**src/ifp_pkg.sv**
```systemverilog
// Shared constants and types for the instruction fetch and program counter core
package ifp_pkg;
	localparam int PC_W = 12;
	localparam int PCL_W = 8;
	localparam int INSTR_W = 16;
	localparam int ALU_W = 8;
	localparam int AXI_AW = 8;
	localparam int STACK_LEVELS = 8;
	localparam logic [11:0] RESET_VECTOR = 12'h000;
	localparam logic [11:0] IRQ_VECTOR = 12'h004;
	localparam logic [7:0] OFF_PCL = 8'h00;
	localparam logic [7:0] OFF_STATUS = 8'h04;
	localparam logic [7:0] OFF_CTRL = 8'h08;
	localparam int CTRL_RUN_BIT = 0;
	localparam logic [31:0] CTRL_RESET = 32'h00000001;
	localparam int ST_PC_LSB = 0;
	localparam int ST_SP_LSB = 12;
	localparam int ST_DEPTH_LSB = 16;
	localparam int ST_EXEC_BIT = 20;
	localparam logic [1:0] RESP_OKAY = 2'h0;
	localparam logic [1:0] RESP_SLVERR = 2'h2;

	typedef enum logic [3:0]
	{
		PH_T1 = 4'h1,
		PH_T2 = 4'h2,
		PH_T3 = 4'h4,
		PH_T4 = 4'h8
	} ifp_phase_t;

	typedef enum logic [2:0]
	{
		ALU_ADD = 3'h0,
		ALU_SUB = 3'h1,
		ALU_AND = 3'h2,
		ALU_OR = 3'h3,
		ALU_XOR = 3'h4,
		ALU_INC = 3'h5,
		ALU_DEC = 3'h6,
		ALU_PASS = 3'h7
	} ifp_alu_op_t;

	typedef struct packed
	{
		logic jump;
		logic call;
		logic ret;
		logic extended;
		logic skip_zero;
		logic skip_nonzero;
		logic [11:0] target;
	} ifp_flow_t;

	typedef struct packed
	{
		ifp_alu_op_t op;
		logic [7:0] a;
		logic [7:0] b;
	} ifp_alu_req_t;
endpackage

```
**src/ifp_core.sv**
```systemverilog
// Four-phase instruction sequencer, program counter, return stack and register slave
`timescale 1ns/10ps
module ifp_core #(
	parameter int STACK_LEVELS = ifp_pkg::STACK_LEVELS
) (
	// Clock and reset
	input wire logic aclk,
	input wire logic aresetn,
	// AXI4-Lite register slave
	input wire logic [ifp_pkg::AXI_AW-1:0] s_axi_awaddr,
	input wire logic s_axi_awvalid,
	output logic s_axi_awready,
	input wire logic [31:0] s_axi_wdata,
	input wire logic [3:0] s_axi_wstrb,
	input wire logic s_axi_wvalid,
	output logic s_axi_wready,
	output logic [1:0] s_axi_bresp,
	output logic s_axi_bvalid,
	input wire logic s_axi_bready,
	input wire logic [ifp_pkg::AXI_AW-1:0] s_axi_araddr,
	input wire logic s_axi_arvalid,
	output logic s_axi_arready,
	output logic [31:0] s_axi_rdata,
	output logic [1:0] s_axi_rresp,
	output logic s_axi_rvalid,
	input wire logic s_axi_rready,
	// Program memory
	output logic [ifp_pkg::PC_W-1:0] pm_addr,
	input wire logic [ifp_pkg::INSTR_W-1:0] pm_rdata,
	// Phase outputs
	output logic [3:0] instruction_phase_clocks,
	// Decode and execute datapath
	output logic [ifp_pkg::INSTR_W-1:0] exec_instr,
	output logic [ifp_pkg::PC_W-1:0] exec_addr,
	output logic exec_valid,
	input wire ifp_pkg::ifp_flow_t flow_in,
	input wire ifp_pkg::ifp_alu_req_t alu_req,
	output logic [ifp_pkg::ALU_W-1:0] alu_result,
	output logic alu_zero,
	// Interrupt request and acknowledge
	input wire logic irq_req,
	output logic irq_ack
);
	localparam int SP_W = $clog2(STACK_LEVELS);

	if (STACK_LEVELS < 2 || STACK_LEVELS > 8 || (1 << SP_W) != STACK_LEVELS)
	begin : g_bad_levels
		$error("STACK_LEVELS must be a power of two from 2 to 8");
	end

	// Phase sequencer
	ifp_pkg::ifp_phase_t phase_reg, phase_next;
	logic [31:0] ctrl_reg, ctrl_next;
	logic run;
	logic at_t1, at_t3, at_t4;

	assign run = ctrl_reg[ifp_pkg::CTRL_RUN_BIT];
	assign at_t1 = run && (phase_reg == ifp_pkg::PH_T1);
	assign at_t3 = run && (phase_reg == ifp_pkg::PH_T3);
	assign at_t4 = run && (phase_reg == ifp_pkg::PH_T4);
	// One-hot and registered, so two phases are never high together
	assign instruction_phase_clocks = phase_reg;

	always_comb
	begin
		phase_next = phase_reg;
		if (run)
		begin
			unique case (phase_reg)
				ifp_pkg::PH_T1: phase_next = ifp_pkg::PH_T2;
				ifp_pkg::PH_T2: phase_next = ifp_pkg::PH_T3;
				ifp_pkg::PH_T3: phase_next = ifp_pkg::PH_T4;
				ifp_pkg::PH_T4: phase_next = ifp_pkg::PH_T1;
				default: phase_next = ifp_pkg::PH_T1;
			endcase
		end
	end

	always_ff @(posedge aclk)
	begin
		if (!aresetn)
			phase_reg <= ifp_pkg::PH_T1;
		else
			phase_reg <= phase_next;
	end

	// Eight-bit unit; result settles by the end of the third phase
	logic [7:0] alu_result_reg, alu_result_next;
	logic alu_zero_reg, alu_zero_next;

	always_comb
	begin
		alu_result_next = alu_result_reg;
		alu_zero_next = alu_zero_reg;
		if (at_t3)
		begin
			unique case (alu_req.op)
				ifp_pkg::ALU_ADD: alu_result_next = alu_req.a + alu_req.b;
				ifp_pkg::ALU_SUB: alu_result_next = alu_req.a - alu_req.b;
				ifp_pkg::ALU_AND: alu_result_next = alu_req.a & alu_req.b;
				ifp_pkg::ALU_OR: alu_result_next = alu_req.a | alu_req.b;
				ifp_pkg::ALU_XOR: alu_result_next = alu_req.a ^ alu_req.b;
				ifp_pkg::ALU_INC: alu_result_next = alu_req.a + 8'h01;
				ifp_pkg::ALU_DEC: alu_result_next = alu_req.a - 8'h01;
				ifp_pkg::ALU_PASS: alu_result_next = alu_req.a;
			endcase
			alu_zero_next = (alu_result_next == 8'h00);
		end
	end

	always_ff @(posedge aclk)
	begin
		if (!aresetn)
		begin
			alu_result_reg <= 8'h00;
			alu_zero_reg <= 1'b0;
		end
		else
		begin
			alu_result_reg <= alu_result_next;
			alu_zero_reg <= alu_zero_next;
		end
	end

	assign alu_result = alu_result_reg;
	assign alu_zero = alu_zero_reg;

	// Program counter, pipeline and return stack
	logic [11:0] pc_reg, pc_next;
	logic [15:0] fetch_word_reg, fetch_word_next;
	logic [15:0] exec_word_reg, exec_word_next;
	logic [11:0] exec_addr_reg, exec_addr_next;
	logic exec_valid_reg, exec_valid_next;
	logic ext_second_reg, ext_second_next;
	logic pcl_pend_reg, pcl_pend_next;
	logic [7:0] pcl_data_reg, pcl_data_next;
	logic [SP_W-1:0] sp_reg, sp_next;
	logic [SP_W:0] depth_reg, depth_next;
	logic irq_ack_reg, irq_ack_next;
	logic [11:0] stack_mem [STACK_LEVELS];
	logic push;
	logic redirect;
	logic skip_true;
	logic pcl_wr;
	logic [7:0] pcl_wdata;

	assign skip_true = (flow_in.skip_zero && alu_zero_reg) || (flow_in.skip_nonzero && !alu_zero_reg);

	always_comb
	begin
		pc_next = pc_reg;
		fetch_word_next = fetch_word_reg;
		exec_word_next = exec_word_reg;
		exec_addr_next = exec_addr_reg;
		exec_valid_next = exec_valid_reg;
		ext_second_next = ext_second_reg;
		pcl_pend_next = pcl_pend_reg;
		pcl_data_next = pcl_data_reg;
		sp_next = sp_reg;
		depth_next = depth_reg;
		irq_ack_next = 1'b0;
		push = 1'b0;
		redirect = 1'b0;
		if (at_t1)
			fetch_word_next = pm_rdata;
		if (at_t4 && exec_valid_reg && flow_in.extended && !ext_second_reg)
			ext_second_next = 1'b1;
		else if (at_t4)
		begin
			ext_second_next = 1'b0;
			pc_next = pc_reg + 12'h001;
			if (exec_valid_reg && flow_in.ret)
			begin
				redirect = 1'b1;
				sp_next = sp_reg - 1'b1;
				pc_next = stack_mem[sp_next];
				if (depth_reg != '0)
					depth_next = depth_reg - 1'b1;
			end
			else if (exec_valid_reg && (flow_in.jump || flow_in.call))
			begin
				redirect = 1'b1;
				pc_next = flow_in.target;
				push = flow_in.call;
			end
			else if (pcl_pend_reg)
			begin
				redirect = 1'b1;
				pcl_pend_next = 1'b0;
				pc_next = {pc_reg[11:8], pcl_data_reg};
			end
			else if (exec_valid_reg && skip_true)
				redirect = 1'b1;
			// A full stack holds the request off until a return frees a level
			if (!redirect && irq_req && (depth_reg < (SP_W+1)'(STACK_LEVELS)))
			begin
				redirect = 1'b1;
				push = 1'b1;
				pc_next = ifp_pkg::IRQ_VECTOR;
				irq_ack_next = 1'b1;
			end
			if (push)
			begin
				sp_next = sp_reg + 1'b1;
				if (depth_reg < (SP_W+1)'(STACK_LEVELS))
					depth_next = depth_reg + 1'b1;
			end
			exec_word_next = fetch_word_reg;
			exec_addr_next = pc_reg;
			exec_valid_next = !redirect;
		end
		// A fresh write wins over the clear of the previous one
		if (pcl_wr)
		begin
			pcl_pend_next = 1'b1;
			pcl_data_next = pcl_wdata;
		end
	end

	always_ff @(posedge aclk)
	begin
		if (!aresetn)
		begin
			pc_reg <= ifp_pkg::RESET_VECTOR;
			fetch_word_reg <= 16'h0000;
			exec_word_reg <= 16'h0000;
			exec_addr_reg <= 12'h000;
			exec_valid_reg <= 1'b0;
			ext_second_reg <= 1'b0;
			pcl_pend_reg <= 1'b0;
			pcl_data_reg <= 8'h00;
			sp_reg <= '0;
			depth_reg <= '0;
			irq_ack_reg <= 1'b0;
		end
		else
		begin
			pc_reg <= pc_next;
			fetch_word_reg <= fetch_word_next;
			exec_word_reg <= exec_word_next;
			exec_addr_reg <= exec_addr_next;
			exec_valid_reg <= exec_valid_next;
			ext_second_reg <= ext_second_next;
			pcl_pend_reg <= pcl_pend_next;
			pcl_data_reg <= pcl_data_next;
			sp_reg <= sp_next;
			depth_reg <= depth_next;
			irq_ack_reg <= irq_ack_next;
		end
	end

	// Overflowing calls overwrite the oldest level, as the pointer wraps
	always_ff @(posedge aclk)
	begin
		if (push)
			stack_mem[sp_reg] <= pc_reg;
	end

	assign pm_addr = pc_reg;
	assign exec_instr = exec_word_reg;
	assign exec_addr = exec_addr_reg;
	assign exec_valid = exec_valid_reg;
	assign irq_ack = irq_ack_reg;

	// AXI4-Lite slave: one write and one read in flight
	logic aw_got_reg, aw_got_next;
	logic w_got_reg, w_got_next;
	logic [7:0] awaddr_reg, awaddr_next;
	logic [31:0] wdata_reg, wdata_next;
	logic wstrb0_reg, wstrb0_next;
	logic bvalid_reg, bvalid_next;
	logic [1:0] bresp_reg, bresp_next;
	logic rvalid_reg, rvalid_next;
	logic [1:0] rresp_reg, rresp_next;
	logic [31:0] rdata_reg, rdata_next;
	logic wr_fire;
	logic [31:0] status_word;

	assign s_axi_awready = !aw_got_reg && !bvalid_reg;
	assign s_axi_wready = !w_got_reg && !bvalid_reg;
	assign s_axi_arready = !rvalid_reg;
	assign wr_fire = aw_got_reg && w_got_reg && !bvalid_reg;
	assign pcl_wr = wr_fire && wstrb0_reg && (awaddr_reg == ifp_pkg::OFF_PCL);
	assign pcl_wdata = wdata_reg[7:0];

	always_comb
	begin
		status_word = 32'h00000000;
		status_word[ifp_pkg::ST_PC_LSB +: 12] = pc_reg;
		status_word[ifp_pkg::ST_SP_LSB +: SP_W] = sp_reg;
		status_word[ifp_pkg::ST_DEPTH_LSB +: SP_W+1] = depth_reg;
		status_word[ifp_pkg::ST_EXEC_BIT] = exec_valid_reg;
	end

	always_comb
	begin
		aw_got_next = aw_got_reg;
		w_got_next = w_got_reg;
		awaddr_next = awaddr_reg;
		wdata_next = wdata_reg;
		wstrb0_next = wstrb0_reg;
		bvalid_next = bvalid_reg;
		bresp_next = bresp_reg;
		rvalid_next = rvalid_reg;
		rresp_next = rresp_reg;
		rdata_next = rdata_reg;
		ctrl_next = ctrl_reg;
		if (s_axi_awvalid && s_axi_awready)
		begin
			aw_got_next = 1'b1;
			awaddr_next = s_axi_awaddr;
		end
		if (s_axi_wvalid && s_axi_wready)
		begin
			w_got_next = 1'b1;
			wdata_next = s_axi_wdata;
			wstrb0_next = s_axi_wstrb[0];
		end
		if (s_axi_bvalid && s_axi_bready)
			bvalid_next = 1'b0;
		if (wr_fire)
		begin
			aw_got_next = 1'b0;
			w_got_next = 1'b0;
			bvalid_next = 1'b1;
			bresp_next = ifp_pkg::RESP_OKAY;
			if (awaddr_reg == ifp_pkg::OFF_CTRL && wstrb0_reg)
				ctrl_next[ifp_pkg::CTRL_RUN_BIT] = wdata_reg[ifp_pkg::CTRL_RUN_BIT];
			else if (awaddr_reg != ifp_pkg::OFF_CTRL && awaddr_reg != ifp_pkg::OFF_PCL
				&& awaddr_reg != ifp_pkg::OFF_STATUS)
				bresp_next = ifp_pkg::RESP_SLVERR;
		end
		if (s_axi_rvalid && s_axi_rready)
			rvalid_next = 1'b0;
		if (s_axi_arvalid && s_axi_arready)
		begin
			rvalid_next = 1'b1;
			rresp_next = ifp_pkg::RESP_OKAY;
			unique case (s_axi_araddr)
				ifp_pkg::OFF_PCL: rdata_next = {24'h000000, pc_reg[7:0]};
				ifp_pkg::OFF_STATUS: rdata_next = status_word;
				ifp_pkg::OFF_CTRL: rdata_next = ctrl_reg;
				default:
				begin
					rdata_next = 32'h00000000;
					rresp_next = ifp_pkg::RESP_SLVERR;
				end
			endcase
		end
	end

	always_ff @(posedge aclk)
	begin
		if (!aresetn)
		begin
			aw_got_reg <= 1'b0;
			w_got_reg <= 1'b0;
			awaddr_reg <= 8'h00;
			wdata_reg <= 32'h00000000;
			wstrb0_reg <= 1'b0;
			bvalid_reg <= 1'b0;
			bresp_reg <= 2'h0;
			rvalid_reg <= 1'b0;
			rresp_reg <= 2'h0;
			rdata_reg <= 32'h00000000;
			ctrl_reg <= ifp_pkg::CTRL_RESET;
		end
		else
		begin
			aw_got_reg <= aw_got_next;
			w_got_reg <= w_got_next;
			awaddr_reg <= awaddr_next;
			wdata_reg <= wdata_next;
			wstrb0_reg <= wstrb0_next;
			bvalid_reg <= bvalid_next;
			bresp_reg <= bresp_next;
			rvalid_reg <= rvalid_next;
			rresp_reg <= rresp_next;
			rdata_reg <= rdata_next;
			ctrl_reg <= ctrl_next;
		end
	end

	assign s_axi_bvalid = bvalid_reg;
	assign s_axi_bresp = bresp_reg;
	assign s_axi_rvalid = rvalid_reg;
	assign s_axi_rresp = rresp_reg;
	assign s_axi_rdata = rdata_reg;
endmodule // ifp_core

```
**config.mk**
```make
export PLATFORM = sky130hd
export DESIGN_NAME = ifp_core
export DESIGN_NICKNAME = d
export VERILOG_FILES = /design/src/ifp_pkg.sv /design/src/ifp_core.sv
export SDC_FILE = /design/constraint.sdc
export NUM_CORES = 1
export LEC_CHECK = 0
export BUFFER_PORTS_ARGS = -buffer_cell sky130_fd_sc_hd__buf_2
export CAP_MARGIN = 10
export CORE_MARGIN = 2
export CORE_UTILIZATION = 29
export CTS_BUF_LIST = sky130_fd_sc_hd__clkbuf_8 sky130_fd_sc_hd__clkbuf_16
export DETAILED_ROUTE_END_ITERATION = 10
export MAX_ROUTING_LAYER = met4
export PLACE_DENSITY = 0.49
export SYNTH_ARGS = -nofsm -noshare
export SYNTH_HDL_FRONTEND = slang
export SYNTH_SLANG_ARGS = --single-unit
export TNS_END_PERCENT = 20
```
**constraint.sdc**
```tcl
create_clock -name aclk -period 3.68 [get_ports aclk]
set_clock_uncertainty 0.05 [all_clocks]
set_input_delay 0.368 -clock aclk [delete_from_list [all_inputs] [get_ports aclk]]
set_output_delay 0.368 -clock aclk [all_outputs]
set_load 0.02 [all_outputs]
```
==> impl_metrics.yaml, run 1 <==
status:
  status: "complete, no violations"
clocking:
  cts_setup_buffers: 0
  cts_made_buffers: 26
  clk_latency_ns: 0.54
  htree_levels: 1
  cts_max_path_buffers: 3
  cts_root_buf: "clkbuf_16"
  cts_tree: "done"
  clock_sinks: 228
  ctsResizeCount: 0
  path_clk_slew_ns: 0.06
  cts_hold_buf: 0
worst_setup_path:
  path_class: "flop to flop"
  critPathCaptureType: "flop"
  worst_setup_path_start_kind: "flop"
  path_delay_family: "simple AND/OR/NAND/NOR gates"
  cp_num_buf_inv: 2
  slowest_delay_ns: 0.41
  path_cells: "mux2_2 -> a211oi_1 -> and3b_1 -> buf_4 -> a21o_1 -> nand3_1 -> nor3_1 -> buf_4"
  crit_slowest_cell: "mux2_2"
  cp.required_ns: 3.85
  arrival_ns: 3.04
  cp_common_cell: "buf_4"
  worstPathMaxFanout: 9
drt:
  top_layer: "met4"
  wl_met2_mm: 13.77
  antenna_left: 0
  via_per_inst: 4.774
  drtIter0Drc: 487
  drc: 0
  dr_total_vias: 8087
  wl_met3_mm: 1.534
  routed_wl_mm: 29.99
  dr.pass1.iters: 5
  wire_per_inst_um: 17.70
  m1WireLength_mm: 14.17
power_and_ir_drop:
  comb_power_share_pct: 8.8
  power_leakage_nw: 5.138
  clockPowerShare_pct: 43.0
  p_int_mw: 4.231
  finalPower_mw: 5.593
  irDropWorstVdd_v: 0.0002897
  power_frac_seq_pct: 48.2
  swShare_pct: 24.35
  p_switching_mw: 1.362
  p_per_area_nw_per_um2: 432.1
job:
  cap_viol_max_count: 0
timing:
  worst_pin_slew_ns: 1.059
  hold_viol: 0
  setup_viol: 0
  fin_setup_tns_ns: 0
  period_share_pct: 77.99
  slew_violations: 0
  slew_headroom_pct: 29.11
  fmax_mhz: 348.4
  layout_min_cycle_time_ns: 2.870
  rsz0062_at_grt: "false"
die:
  core_region_area_um2: 36430
  die_w_um: 195.7
  dieHeight_um: 195.7
  dieArea_um2: 38300
  initial_core_util_pct: 29.25
  pin_count: 209
  row_count: 70
global_route:
  antenna_found_initial: 1
  grt_max_degree: 91
  grt_pass1_vias: 8228
  grt_pass1_wl_mm: 46.74
  gr-usage-all-layers_pct: 15.98
  grt-ovfl-total: 0
synthesis:
  synth-compound-area-share_pct: 14.69
  ys_ff_latch: 228
  syn_area_um2: 10660
  seq_area_frac_synth_pct: 51.84
  ys.flop_type: "dfxtp_1"
  synth_top_area_cell: "edfxtp_1"
  avgSynthCellArea_um2: 10.36
  synth_edf_count: 96
  synth_xor_area_share_pct: 2.137
  synthTopCellsByArea: "edfxtp_1 27%, dfxtp_1 25%, nand2_1 6.7%"
  synthMuxAreaShare_pct: 7.748
  async_flop_share_pct: 0
  synth-simple-area-share_pct: 15.54
  synth_top_family_by_area: "simple AND/OR/NAND/NOR gates"
  yosysUniqueCellTypes: 63
  synthAdderAreaFrac_pct: 3.710
  syn_inst: 1029
  synthDominantCellAreaShare_pct: 27.05
  yosysWarnings: 0
finish:
  mostFrequentLayoutCell: "nand2_1"
  largest_register_ffs: 96
  regMostFlops: "stack_mem"
  final_nets: 1349
  area_growth_pct: 21.45
  final_cell_mix: "189 x nand2_1, 166 x buf_2, 132 x dfxtp_1"
  drive_gt1_share_pct: 22.86
placed_design:
  place_hpwl_mm: 21.31
  portBuffers: 167
  globalplace.congestion: 0.8720
worst_hold_path:
  hold_path_class: "input pin to flop"
## Yosys cell counts (all sizes together), types with 3 or more instances
| master | number |
|---|---|
| a21boi | 69 |
| a32o | 5 |
| nor3 | 17 |
| ha | 30 |
| o22ai | 6 |
| a221oi | 3 |
| nor2 | 51 |
| a2111oi | 4 |
| o21a | 5 |
| o2bb2ai | 3 |
| a22oi | 25 |
| nand3 | 17 |
| dfxtp | 132 |
| xor2 | 6 |
| inv | 30 |
| and2 | 9 |
| o211a | 5 |
| xnor2 | 20 |
| o221ai | 4 |
| o21ai | 30 |
| mux4 | 25 |
| nand4 | 8 |
| or2 | 3 |
| a211oi | 3 |
| and3 | 3 |
| a21o | 5 |
| edfxtp | 96 |
| mux2i | 24 |
| clkbuf | 51 |
| buf | 24 |
| nand2b | 7 |
| nor4 | 4 |
| a31oi | 6 |
| nand2 | 189 |
| nor2b | 44 |
| a21oi | 39 |
## stage by stage
stage / hold slack [ns] / util [%] / setup slack [ns] / cells / area [um^2]
after floorplan: 0.3879 / - / 0.2169 / 1042 / 10710
after global placement: 0.3950 / 33.33 / 0.3682 / 1645 / 12140
after detailed placement: 0.4044 / 33.33 / 0.3329 / 1645 / 12140
after CTS: 0.008200 / 35.52 / 0.8197 / 1693 / 12940
after global routing: 0.03588 / 35.53 / 0.6442 / 1694 / 12940
final: 0.02970 / 35.53 / 0.8099 / 1694 / 12940
## metal layers
layer | vias to the layer above | GRT usage [%]
met3 | 33 | 3.163
met1 | 3900 | 21.21
met2 | 165 | 25.41
met5 | - | -
li1 | 3989 | -
met4 | 0 | 3.507
## cells by family (layout without fill, tap and decap cells)
group                    count (synthesis)  count (layout)
XOR/XNOR                                26              26
AND/OR/NAND/NOR                        362             362
other                                    1              15
AO/OA/AOI/OAI                          225             225
buffers and inverters                  105             288
multiplexers                            51              51
flip-flops                             228             228
adder cells (fa/ha/maj)                 31              31
## area by class of cell
cell class	count	area, um^2
Clock inverter	21	132.6
Tap cell	468	585.6
Inverter	30	112.6
Multi-Input combinational cell	709	4735
Fill cell	3731	23490
Clock buffer	27	664.4
Sequential cell	228	5525
Timing Repair Buffer	210	1186
Antenna cell	1	2.502
## power by group through the flow
stage          Combinational, mW  Clock (mW)  Sequential (mW)
2_1_floorplan              0.332           0             2.75
3_3_place_gp               0.497           0             2.75
3_5_place_dp               0.499           0             2.75
4_1_cts                    0.502        2.47             2.69
5_1_grt                    0.563        2.56             2.70
6_report                   0.494        2.41             2.69
## final timing paths
kind                                    start                 to  slack (ns)  cells after the start
worst min-delay path              pm_rdata[7]  fetch_word_reg[7]        0.03                      3
worst max-delay path                 alu_zero    stack_mem[0][7]        0.81                      8
worst max register to register       alu_zero    stack_mem[0][7]        0.81                      8
worst min register to register  exec_instr[6]      exec_instr[6]        0.41                      2
## tightest hold or removal path, delay by kind of cell
| family | cells | cell delay (ns) |
|---|---|---|
| compound gates | 1 | 0.06 |
| buf+inv | 1 | 0.10 |
| simple gates | 1 | 0.04 |
Power figures use the tool's default switching activity.
==> inputs of run 2 (changes only) <==
==> constraint.sdc (replaced) <==
create_clock -name aclk -period 2.4 [get_ports aclk]
set_clock_uncertainty 0.05 [all_clocks]
set_input_delay 0.24 -clock aclk [delete_from_list [all_inputs] [get_ports aclk]]
set_output_delay 0.24 -clock aclk [all_outputs]
set_load 0.02 [all_outputs]
==> impl_metrics.yaml, run 2 (same netlist as run 1, synthesis figures left out) <==
finish:
  largest_register_ffs: 96
  area_growth_pct: 33.31
  final_cell_mix: "188 x nand2_1, 165 x buf_2, 131 x dfxtp_1"
  drive_gt1_share_pct: 29.40
  regMostFlops: "stack_mem"
  mostFrequentLayoutCell: "nand2_1"
  fin_cells: 1799
  final_nets: 1454
worst_setup_path:
  path_delay_family: "simple AND/OR/NAND/NOR gates"
  arrival_ns: 2.47
  slowest_delay_ns: 0.41
  worstPathMaxFanout: 12
  crit_slowest_cell: "mux2_2"
  cp.required_ns: 2.57
  critPathCaptureType: "flop"
  reg2reg_from: "alu_zero"
  r2r_end: "stack_mem[3][7]"
  r2r_slack_ns: 0.10
  cp_num_buf_inv: 2
  path_cells: "mux2_2 -> a211oi_2 -> and3b_2 -> a21o_4 -> nand3_4 -> buf_12 -> nor2_4 -> buf_12"
  path_class: "flop to flop"
  r2r_cells: 8
  worst_setup_path_start_kind: "flop"
  cp_common_cell: "buf_12"
timing:
  layout_min_cycle_time_ns: 2.299
  slew_violations: 0
  fmax_mhz: 434.9
  hold_viol: 0
  fin_ws_ns: 0.1008
  rsz0062_at_grt: "true"
  setup_viol: 0
  period_share_pct: 95.80
clocking:
  clock_sinks: 228
  clk_latency_ns: 0.55
  cts_root_buf: "clkbuf_16"
  path_clk_slew_ns: 0.06
  cts_max_path_buffers: 3
  cts_made_buffers: 27
  htree_levels: 1
  cts_tree: "done"
die:
  core_region_area_um2: 36430
  initial_core_util_pct: 29.25
  row_count: 70
  die_w_um: 195.7
  pin_count: 209
  dieArea_um2: 38300
  dieHeight_um: 195.7
drt:
  drc: 0
  dr.pass1.iters: 5
  dr_total_vias: 8619
  drtIter0Drc: 502
  via_per_inst: 4.791
  antenna_left: 0
  wire_per_inst_um: 18.11
  routed_wl_mm: 32.57
placed_design:
  globalplace.congestion: 0.8355
  place_hpwl_mm: 23.04
  dp_slack_ns: -0.4811
  dp.cells: 1711
  portBuffers: 167
worst_hold_path:
  whs_endpoint: "s_axi_rresp[1]"
  hold_path_class: "input pin to flop"
  hold_start: "s_axi_araddr[2]"
  hold_depth: 3
global_route:
  gr-usage-all-layers_pct: 17.33
  grt_pass1_wl_mm: 50.19
  grt-ovfl-total: 0
  grt_max_degree: 119
  grt_pass1_vias: 8704
  antenna_found_initial: 1
status:
  status: "complete, no violations"
power_and_ir_drop:
  power_leakage_nw: 5.691
  irDropWorstVdd_v: 0.0005204
  p_per_area_nw_per_um2: 628.2
job:
  cap_viol_max_count: 0
run 2: changes by cell type in the layout (fill, tap and decap cells not counted), moves of 6 or more:
| cell | before | now |
|---|---|---|
| nor2_4 | 0 | 7 |
| nor2_1 | 51 | 41 |
| dlygate4sd3_1 | 0 | 37 |
| buf_4 | 42 | 99 |
| buf_12 | 2 | 12 |
| clkinv_1 | 6 | 0 |
run 2: worst max path at each step:
stage | cells after the start | slack (ns) | endpoint | start
4_1_cts | 8 | 0.01 | stack_mem[3][7] | alu_zero
6_report | 8 | 0.10 | stack_mem[3][7] | alu_zero
5_1_grt | 16 | -0.05 | alu_result[4] | alu_req[16]
3_5_place_dp | 14 | -0.48 | alu_zero | alu_req[1]
3_3_place_gp | 14 | -0.47 | alu_zero | alu_req[1]
2_1_floorplan | 12 | -0.19 | alu_zero | alu_req[1]
run 2: what timing repair did:
item                                   CTS  global route
setup endpoints to repair                2           109
resized for setup                        1            21
endpoints found under the hold margin   37             0
pin swaps                                0            11
buffers inserted                         0             1
hold buffers                            37             0
run 2: through the flow:
stage | util [%] | hold slack (ns) | power (mW) | area [um^2] | setup TNS [ns]
floorplan | - | 0.3278 | 4.738 | 10950 | -3.611
finish | 38.99 | 0.02978 | 8.925 | 14210 | 0
CTS | 38.74 | 0.01089 | 8.995 | 14110 | 0
global route | 38.99 | 0.02629 | 9.271 | 14210 | -0.1229
global placement | 35.41 | 0.3976 | 5.086 | 12900 | -2.015
detailed placement | 35.41 | 0.4058 | 5.093 | 12900 | -2.407
run 2: final cells by class:
type | instances | area (um^2)
clock buffer | 33 | 758.2
timing repair buffer | 314 | 2191
clock inverter | 16 | 83.83
multi-input combinational | 709 | 4947
tap | 468 | 585.6
fill | 3682 | 22230
sequential | 228 | 5527
antenna | 1 | 2.502
inverter | 30 | 112.6
run 2: power by group:
part	internal, mW	total [mW]	switching [mW]	leakage (nW)
Sequential	4.08	4.13	0.0437	2.02
Combinational	0.435	0.956	0.521	3.23
Clock	2.23	3.84	1.62	0.447
Total	6.75	8.93	2.18	5.69
run 2: layer usage:
metal	global-route usage (%)	share of wire [%]	vias up
met5	-	0	-
met4	2.694	1.2	0
met3	3.421	5.2	33
met2	28.68	48	188
met1	22.49	46	4190
li1	-	-	4208
run 2: tightest hold or removal path, cell delays in order:
cell     delay [ns]
buf_2          0.12
a21oi_1        0.07
a21oi_1        0.14
==> inputs of run 3 (changes only) <==
--- a/config.mk
+++ b/config.mk
@@ -12,7 +12,7 @@
 export CTS_BUF_LIST = sky130_fd_sc_hd__clkbuf_8 sky130_fd_sc_hd__clkbuf_16
 export DETAILED_ROUTE_END_ITERATION = 10
 export MAX_ROUTING_LAYER = met4
-export PLACE_DENSITY = 0.49
+export PLACE_DENSITY_LB_ADDON = 0.1
 export SYNTH_ARGS = -nofsm -noshare
 export SYNTH_HDL_FRONTEND = slang
 export SYNTH_SLANG_ARGS = --single-unit
==> impl_metrics.yaml, run 3 (same netlist as run 1, synthesis figures left out) <==
finish:
  final_cell_mix: "188 x nand2_1, 166 x buf_2, 130 x dfxtp_1"
  area_growth_pct: 34.74
  drive_gt1_share_pct: 29.45
  post-route-util_pct: 39.41
  mostFrequentLayoutCell: "nand2_1"
  regMostFlops: "stack_mem"
  largest_register_ffs: 96
  fin_cells: 1808
  fin_area_um2: 14360
  final_nets: 1462
drt:
  drc: 0
  drtIter0Drc: 467
  antenna_left: 0
  via_per_inst: 4.769
  dr_total_vias: 8623
  dr.pass1.iters: 5
  routed_wl_mm: 33.25
  wire_per_inst_um: 18.39
timing:
  hold_viol: 0
  setup_viol: 0
  fmax_mhz: 432.1
  slew_violations: 0
  worst_pin_slew_ns: 0.5477
  slew_headroom_pct: 63.49
  fin_setup_tns_ns: 0
  rsz0062_at_grt: "true"
  layout_min_cycle_time_ns: 2.314
  fin_ws_ns: 0.08561
  holdWs_ns: 0.08329
  period_share_pct: 96.43
die:
  row_count: 70
  core_region_area_um2: 36430
  dieArea_um2: 38300
  pin_count: 209
  dieHeight_um: 195.7
  initial_core_util_pct: 29.25
  die_w_um: 195.7
placed_design:
  place_area_um2: 12920
  dp.cells: 1715
  portBuffers: 167
  place_hpwl_mm: 23.52
  dp_slack_ns: -0.4936
  globalplace.congestion: 0.8260
worst_setup_path:
  worst_setup_path_start_kind: "input pin"
  path_class: "input pin to flop"
  worstPathMaxFanout: 5
  cp_common_cell: "ha_1"
  critPathCaptureType: "flop"
  cp.required_ns: 2.75
  arrival_ns: 2.67
  crit_slowest_cell: "ha_1"
  path_cells: "buf_2 -> inv_1 -> ha_1 -> nand3_2 -> xnor2_2 -> o221ai_1 -> ha_1 -> a21oi_2 -> nand2b_4 -> and4_1 -> o21ai_1 -> a221o_1 -> nand4_1 -> nor3_2 -> o2bb2ai_1"
  slowest_delay_ns: 0.40
clocking:
  htree_levels: 1
  clock_sinks: 228
  cts_made_buffers: 27
  path_clk_slew_ns: 0.06
  clk_latency_ns: 0.54
  cts_root_buf: "clkbuf_16"
  cts_tree: "done"
  cts_max_path_buffers: 3
global_route:
  antenna_found_initial: 2
  grt-ovfl-total: 0
  grt_pass1_wl_mm: 50.60
  gr-usage-all-layers_pct: 17.61
  grt_max_degree: 123
  grt_pass1_vias: 8550
job:
  cap_viol_max_count: 0
power_and_ir_drop:
  irDropWorstVdd_v: 0.0004920
  power_leakage_nw: 5.775
  finalPower_mw: 9.315
  p_per_area_nw_per_um2: 648.7
worst_hold_path:
  hold_path_class: "input pin to flop"
status:
  status: "complete, no violations"
[run 3: changes by cell type in the layout (fill, tap and decap cells not counted), moves of 2 or more]
cell,change
buf_4,+4
bufinv_16,+4
clkinv_1,+4
clkbuf_8,-3
inv_2,-3
dlygate4sd3_1,+2
inv_1,+2
inv_4,-2
nor2_1,+2
[run 3: where the power goes]
group          internal, mW  total (mW)  switching, mW
Clock                  2.56        4.22           1.66
Sequential             4.08        4.12         0.0392
Combinational         0.449       0.976          0.527
[run 3: cell type report]
class                      instances  area (um^2)
timing repair buffer             322         2262
antenna                            2        5.005
sequential                       228         5528
fill                            3662        22070
tap                              468        585.6
clock buffer                      30        716.9
inverter                          30        112.6
multi-input combinational        709         4960
clock inverter                    19        190.2
[run 3: critical path, delay by kind of cell]
family | cells | cell delay, ns
fa+ha+maj | 2 | 0.60
buf+inv | 2 | 0.19
xor+xnor | 1 | 0.17
simple gates | 5 | 0.64
compound gates | 5 | 0.82
[run 3: worst paths after layout]
| check | start | end | slack [ns] | cells after the start |
|---|---|---|---|---|
| worst max-delay path | alu_req[0] | alu_zero | 0.09 | 15 |
| worst min register to register | awaddr_reg[6] | awaddr_reg[6] | 0.41 | 2 |
| worst max register to register | alu_zero | stack_mem[6][2] | 0.09 | 9 |
| worst min-delay path | flow_in[5] | pm_addr[5] | 0.08 | 4 |
[run 3: layer usage]
| layer | GRT usage, % | vias to the layer above | part of all wire [%] |
|---|---|---|---|
| li1 | - | 4234 | - |
| met1 | 23.25 | 4142 | 46 |
| met2 | 28.27 | 208 | 46 |
| met3 | 3.696 | 39 | 6.5 |
| met4 | 3.255 | 0 | 1.3 |
| met5 | - | - | 0 |
[run 3: what timing repair did]
action                                  CTS  global route
hold buffers                             39             0
endpoints found under the hold margin    38             0
endpoints found under the setup margin   59            67
buffers inserted                          0             2
pin swaps                                 1             9
gates resized for setup                   3            20
gates cloned                              0             1
